File: config.mk
export PLATFORM = sky130hd
export DESIGN_NAME = pllsr_status
export DESIGN_NICKNAME = d
export VERILOG_FILES = /design/src/pllsr_pkg.sv /design/src/pllsr_status.sv
export VERILOG_INCLUDE_DIRS = /design/src
export SDC_FILE = /design/constraint.sdc
export NUM_CORES = 1
export LEC_CHECK = 0
export BUFFER_PORTS_ARGS = -buffer_cell sky130_fd_sc_hd__buf_4
export CAP_MARGIN = 20
export CORE_MARGIN = 2
export CORE_UTILIZATION = 37
export CTS_CLUSTER_SIZE = 8
export DETAILED_ROUTE_END_ITERATION = 8
export HOLD_SLACK_MARGIN = 0.1
export SETUP_SLACK_MARGIN = 0.15
export SLEW_MARGIN = 10
export SYNTH_ARGS = -nofsm -noshare
export SYNTH_HDL_FRONTEND = slang
export SYNTH_SLANG_ARGS = --single-unit
File: constraint.sdc
create_clock -name sys_clk -period 2.2 [get_ports sys_clk]
set_input_delay 0.44 -clock sys_clk [delete_from_list [all_inputs] [get_ports sys_clk]]
set_output_delay 0.44 -clock sys_clk [all_outputs]
set_load 0.005 [all_outputs]
File: src/pllsr_regs.svh
// Purpose: register indices, field positions, reset values of the status bank
// Assumes: byte address is four times the index
// Notes:   definitions only
`ifndef PLLSR_REGS_SVH
`define PLLSR_REGS_SVH

`define PLLSR_AW            12
`define PLLSR_IW            10
`define PLLSR_IDX_REFMON    10'h01A
`define PLLSR_IDX_HOLDOVER  10'h01D
`define PLLSR_IDX_STATUS    10'h01F
`define PLLSR_IDX_EVENT     10'h020
`define PLLSR_IDX_MASK      10'h021

`define PLLSR_NMON          7
`define PLLSR_BIT_CALDONE   6
`define PLLSR_BIT_HOLDACT   5
`define PLLSR_BIT_SECSEL    4
`define PLLSR_BIT_VCOTHR    3
`define PLLSR_BIT_SECTHR    2
`define PLLSR_BIT_FIRSTTHR  1
`define PLLSR_BIT_LOCK      0

`define PLLSR_BIT_THRSEL    6
`define PLLSR_BIT_RBDIS     4
`define PLLSR_BIT_HOLDEN    2
`define PLLSR_BIT_HOLDEN2   0

`define PLLSR_RST_MON       7'h00
`define PLLSR_RST_MASK      7'h00
`define PLLSR_RST_BIT       1'b0
`define PLLSR_RST_DATA      32'h0000_0000

`endif

File: src/pllsr_pkg.sv
// Purpose: types of the pll status readback bank
// Assumes: constants come from pllsr_regs.svh
// Notes:   monitor struct order equals status bit order
package pllsr_pkg;

   // analog and controller conditions, msb = status bit 6
   typedef struct packed {
      logic calDone;
      logic holdoverActive;
      logic secondRefSelected;
      logic vcoAboveThreshold;
      logic secondRefAboveThreshold;
      logic firstRefAboveThreshold;
      logic lockDetect;
   } pllsrMon_t;

   // configuration that steers the analog side
   typedef struct packed {
      logic holdoverEnable;
      logic refThresholdSelect;
   } pllsrCtl_t;

   typedef struct packed {
      logic [6:0]  sync1;
      logic [6:0]  sync2;
      logic [6:0]  sync3;
      logic [6:0]  live;
      logic [6:0]  events;
      logic [6:0]  mask;
      logic        holdEnA;
      logic        holdEnB;
      logic        readbackOff;
      logic        thrSel;
      logic        irq;
      logic [31:0] rdata;
      logic        slvErr;
   } pllsrState_t;

endpackage : pllsr_pkg

File: src/pllsr_status.sv
// Purpose: pll status register, holdover enables, monitor event interrupt
// Assumes: APB3 slave, zero wait states; monitor inputs are asynchronous
// Notes:   status bits are live, writes to the status register are ignored
//
// Chosen here: register access over APB.
`timescale 1ns/10ps
`default_nettype none
`include "pllsr_regs.svh"

module pllsr_status
   import pllsr_pkg::*;
(
   input  wire logic                  sys_clk,
   input  wire logic                  reset,
   input  wire logic                  psel,
   input  wire logic                  penable,
   input  wire logic                  pwrite,
   input  wire logic [`PLLSR_AW-1:0]  paddr,
   input  wire logic [31:0]           pwdata,
   output logic                       pready,
   output logic      [31:0]           prdata,
   output logic                       pslverr,
   input  wire pllsrMon_t             monIn,
   output pllsrCtl_t                  ctlOut,
   output logic                       irq
);

   pllsrState_t               s_q;
   pllsrState_t               s_d;
   logic [`PLLSR_NMON-1:0]    filt;
   logic [`PLLSR_IW-1:0]      idx;
   logic                      aligned;
   logic                      setup;
   logic                      wrAcc;
   logic [31:0]               statusWord;

   assign idx     = paddr[`PLLSR_AW-1:2];
   assign aligned = (paddr[1:0] == 2'h0);
   assign setup   = psel & ~penable;
   assign wrAcc   = psel & penable & pwrite;

   // a change counts once the second and third stages agree
   genvar g;
   generate
      for (g = 0; g < `PLLSR_NMON; g++) begin : gFilt
         assign filt[g] = (s_q.sync2[g] == s_q.sync3[g]) ?
                          s_q.sync3[g] : s_q.live[g];
      end
   endgenerate

   always_comb begin
      statusWord = 32'h0000_0000;
      statusWord[`PLLSR_NMON-1:0] = s_q.live;
   end

   always_comb begin
      s_d        = s_q;
      s_d.sync1  = monIn;
      s_d.sync2  = s_q.sync1;
      s_d.sync3  = s_q.sync2;
      s_d.live   = filt;

      // any edge of a live condition is an event; set beats clear
      s_d.events = s_q.events;
      if (wrAcc && aligned && idx == `PLLSR_IDX_EVENT) begin
         s_d.events = s_q.events & ~pwdata[`PLLSR_NMON-1:0];
      end
      s_d.events = s_d.events | (filt ^ s_q.live);

      if (wrAcc && aligned) begin
         case (idx)
            `PLLSR_IDX_REFMON: begin
               s_d.thrSel = pwdata[`PLLSR_BIT_THRSEL];
            end
            `PLLSR_IDX_HOLDOVER: begin
               s_d.readbackOff = pwdata[`PLLSR_BIT_RBDIS];
               s_d.holdEnA     = pwdata[`PLLSR_BIT_HOLDEN];
               s_d.holdEnB     = pwdata[`PLLSR_BIT_HOLDEN2];
            end
            `PLLSR_IDX_MASK: begin
               s_d.mask = pwdata[`PLLSR_NMON-1:0];
            end
            default: begin
               s_d.mask = s_q.mask; // status write ignored
            end
         endcase
      end

      s_d.irq = |(s_d.events & s_d.mask);

      // read data and error are registered in the setup cycle
      if (setup) begin
         s_d.rdata  = `PLLSR_RST_DATA;
         s_d.slvErr = 1'b0;
         if (!aligned) begin
            s_d.slvErr = 1'b1;
         end else begin
            case (idx)
               `PLLSR_IDX_STATUS: begin
                  if (!s_q.readbackOff) begin
                     s_d.rdata = statusWord;
                  end
               end
               `PLLSR_IDX_REFMON: begin
                  s_d.rdata[`PLLSR_BIT_THRSEL] = s_q.thrSel;
               end
               `PLLSR_IDX_HOLDOVER: begin
                  s_d.rdata[`PLLSR_BIT_RBDIS]   = s_q.readbackOff;
                  s_d.rdata[`PLLSR_BIT_HOLDEN]  = s_q.holdEnA;
                  s_d.rdata[`PLLSR_BIT_HOLDEN2] = s_q.holdEnB;
               end
               `PLLSR_IDX_EVENT: begin
                  s_d.rdata[`PLLSR_NMON-1:0] = s_q.events;
               end
               `PLLSR_IDX_MASK: begin
                  s_d.rdata[`PLLSR_NMON-1:0] = s_q.mask;
               end
               default: begin
                  s_d.slvErr = 1'b1;
               end
            endcase
         end
      end
   end

   always_ff @(posedge sys_clk or posedge reset) begin
      if (reset) begin
         s_q.sync1       <= `PLLSR_RST_MON;
         s_q.sync2       <= `PLLSR_RST_MON;
         s_q.sync3       <= `PLLSR_RST_MON;
         s_q.live        <= `PLLSR_RST_MON;
         s_q.events      <= `PLLSR_RST_MON;
         s_q.mask        <= `PLLSR_RST_MASK;
         s_q.holdEnA     <= `PLLSR_RST_BIT;
         s_q.holdEnB     <= `PLLSR_RST_BIT;
         s_q.readbackOff <= `PLLSR_RST_BIT;
         s_q.thrSel      <= `PLLSR_RST_BIT;
         s_q.irq         <= `PLLSR_RST_BIT;
         s_q.rdata       <= `PLLSR_RST_DATA;
         s_q.slvErr      <= `PLLSR_RST_BIT;
      end else begin
         s_q <= s_d;
      end
   end

   assign pready  = psel & penable;
   assign prdata  = s_q.rdata;
   assign pslverr = s_q.slvErr & psel & penable;
   assign irq     = s_q.irq;
   assign ctlOut.holdoverEnable     = s_q.holdEnA & s_q.holdEnB;
   assign ctlOut.refThresholdSelect = s_q.thrSel;

endmodule : pllsr_status
`default_nettype wire

==> reports/metrics.cfg <==
[outcome]
outcome=finished, final reports clean

[placement]
io_buffers=42
place.gp.congestion=0.867
post-dp-hpwl_mm=3.93

[critical_path]
required_ns=2.37
cp_max_fo=4
startpoint_type=primary input
cp_num_buf_inv=2
cp_slowest_cell=or4b_4
cp.arrival_ns=2.36
cpPeakStageDelay_ns=0.55
criticalPathCategory=primary input to register
cp-end-kind=register
critPathTopFamily=simple AND/OR/NAND/NOR gates
cp_cell_sequence=buf_6, or4b_4, nor4_4, buf_4, mux2_4, a222oi_1, nand4_1

[pwr]
power.share.combinational_pct=9.2
p_sw_share_pct=24.1
p_switching_mw=0.441
clkPwrFrac_pct=32.0
vdd_ir_drop_max_mv=0.401
pwr-share-seq_pct=58.8
p_per_area_nw_per_um2=584
p_int_mw=1.39
p_leak_nw=1.49

[routing]
vias_per_cell=4.80
num_vias=1789
drt-wirelength-per-cell_um=13.7
drtAntennaViolNets=0
first_pass_iters=4
drc=0
totalWireLength_mm=5.11
drtIter0Drc=143

[final_layout]
fin_util_pct=46.8
nets=348
layout_commonest_cell=buf_4
final_cell_mix=buf_4, dfrtp_1, conb_1, nor2_1, nand2_1
syn_to_final_growth_pct=24.5
drive_gt1_share_pct=35.2
fill_cells=633
n_antenna_cell=0

[floorplan]
pin_count=93
die_height_um=86.4
core_area_sq_um=6680
start_util_pct=37.6
dieArea_sq_um=7470
rows=30
dieWidth_um=86.4

[synthesis]
avgSynthCellArea_sq_um=11.1
synth_edf_count=0
yosysWarnings=0
async_reset_ff_share_pct=100
ys_seq_area_share_pct=54.8
ys.flop_type=dfrtp_1
syn_inst=227
syn_area_sq_um=2510
synth_cell_types=40
synth-seq-cells=55

[grt]
grt_use_total_pct=14.6
grt_max_degree=22
antenna_found_initial=0
overflow=0
grt_pass1_wl_mm=8.48
grt_pass1_vias=1669

[timing]
maxSlewViolCount=0
fin_tns_setup_ns=0
hold_viol=0
fin_skew_ns=0.00674
min_period_ns=2.19
setup_viol=0
min_period_over_period_pct=99.3
rsz0062_at_grt=yes
fmax_mhz=458

[clock_network]
cts_buffers=5
cts_tree=done
cts_max_level=2
postCtsHoldBufs=0
cts_sinks=55
path_clk_slew_ns=0.10
clockBufferDepth=2
clock_latency_ns=0.30
cts-root-buf=clkbuf_8

[min_path]
hp-class=primary input to async pin

[run]
maxCapViolations=0

[sequential cells by signal (all words and copies together) (netlist names)]
register  count
ctlOut        1
irq           1
prdata        7
s_d          14
s_q          32
[worst reg2reg max path, delay by kind of cell (launching register included)]
family / cells / cell delay, ns
and+or+nand+nor: 2 / 0.35
DFF: 1 / 0.43
AOI/OAI and AO/OA: 3 / 0.78
[final timing paths]
path,from,depth (start not counted),endpoint,slack [ns]
max in group asynchronous,reset,3,s_q[45],1.45
worst min-delay path,reset,2,s_d[70],0.14
worst max-delay path,paddr[5],7,irq,0.01
worst min register to register,s_d[68],0,s_d[61],0.35
min in group sys_clk,monIn[3],1,s_d[69],0.23
worst max register to register,s_q[54],5,irq,0.52
[metal layers]
| layer | GRT usage [%] | wire length [um] | part of all wire, % | vias to the layer above |
|---|---|---|---|---|
| met5 | 0 | 0 | 0 | - |
| met4 | 4.69 | 25 | 0.49 | 0 |
| met3 | 3.24 | 278 | 5.4 | 2 |
| met2 | 21.9 | 2400 | 47 | 60 |
| met1 | 21.1 | 2400 | 47 | 844 |
| li1 | - | - | - | 883 |
[Yosys cell counts, drive strengths merged (2+ instances only)]
cell / count / share of area [%]
mux2: 9 / 4.0
mux2i: 2 / 0.80
a22o: 3 / 1.0
dfrtp: 55 / 55
nor2b: 3 / 0.75
a21oi: 6 / 1.2
a21boi: 2 / 0.60
nor4: 6 / 2.3
or2: 2 / 0.50
nand3: 2 / 0.40
o21ai: 18 / 3.6
and2: 2 / 0.50
nor3: 3 / 0.60
buf: 35 / 10
or3: 2 / 0.50
nand2b: 3 / 0.75
nor2: 14 / 2.1
a221oi: 8 / 2.8
inv: 13 / 1.9
and3b: 3 / 1.0
nor3b: 2 / 0.60
nand4: 2 / 0.50
or4: 2 / 0.65
or4b: 2 / 0.80
nand2: 13 / 1.9
a222oi: 5 / 2.0
[per-stage QoR]
stage | hold WS, ns | setup slack [ns] | total power [mW] | area (sq um) | std cells
2_1_floorplan | 0.331 | -0.182 | 1.19 | 2610 | 251
3_3_place_gp | 0.332 | -0.466 | 1.25 | 2960 | 363
3_5_place_dp | 0.335 | -0.459 | 1.26 | 2960 | 363
4_1_cts | 0.138 | -0.0175 | 1.86 | 3090 | 373
5_1_grt | 0.166 | -0.0918 | 1.93 | 3130 | 373
6_report | 0.136 | 0.0146 | 1.83 | 3130 | 373
[power groups by stage]
stage               Sequential (mW)  Combinational, mW  Clock [mW]
detailed placement             1.09              0.164           0
CTS                            1.07              0.168       0.623
global route                   1.08              0.193       0.653
global placement               1.09              0.161           0
floorplan                      1.08              0.108           0
finish                         1.07              0.169       0.585
[final cells by class]
class	count	area (sq um)	area share, %
Clock buffer	6	82.6	2.64
Clock inverter	2	16.3	0.520
Inverter	13	48.8	1.56
Multi-Input combinational cell	147	972	31.1
Sequential cell	55	1380	44.0
Tap cell	80	100	3.20
Timing Repair Buffer	70	533	17.0
[what timing repair did]
| item | in CTS | in global routing |
|---|---|---|
| buffers inserted | 2 | 0 |
| setup endpoints to repair | 1 | 6 |
| cloned | 0 | 0 |
| pin swaps | 4 | 3 |
| resized for setup | 5 | 13 |
[cell families (layout without fill, tap and decap cells)]
| family | after synthesis | count (layout) | synth area share [%] |
|---|---|---|---|
| muxes | 11 | 11 | 4.83 |
| buffers and inverters | 49 | 91 | 12.3 |
| adders and majority gates | 1 | 1 | 0.398 |
| AOI/OAI and AO/OA | 46 | 46 | 12.5 |
| and+or+nand+nor | 64 | 64 | 15.0 |
| DFF | 55 | 55 | 54.8 |
| other | 1 | 25 | 0.149 |
No activity file was read; power rests on OpenSTA's default activity.
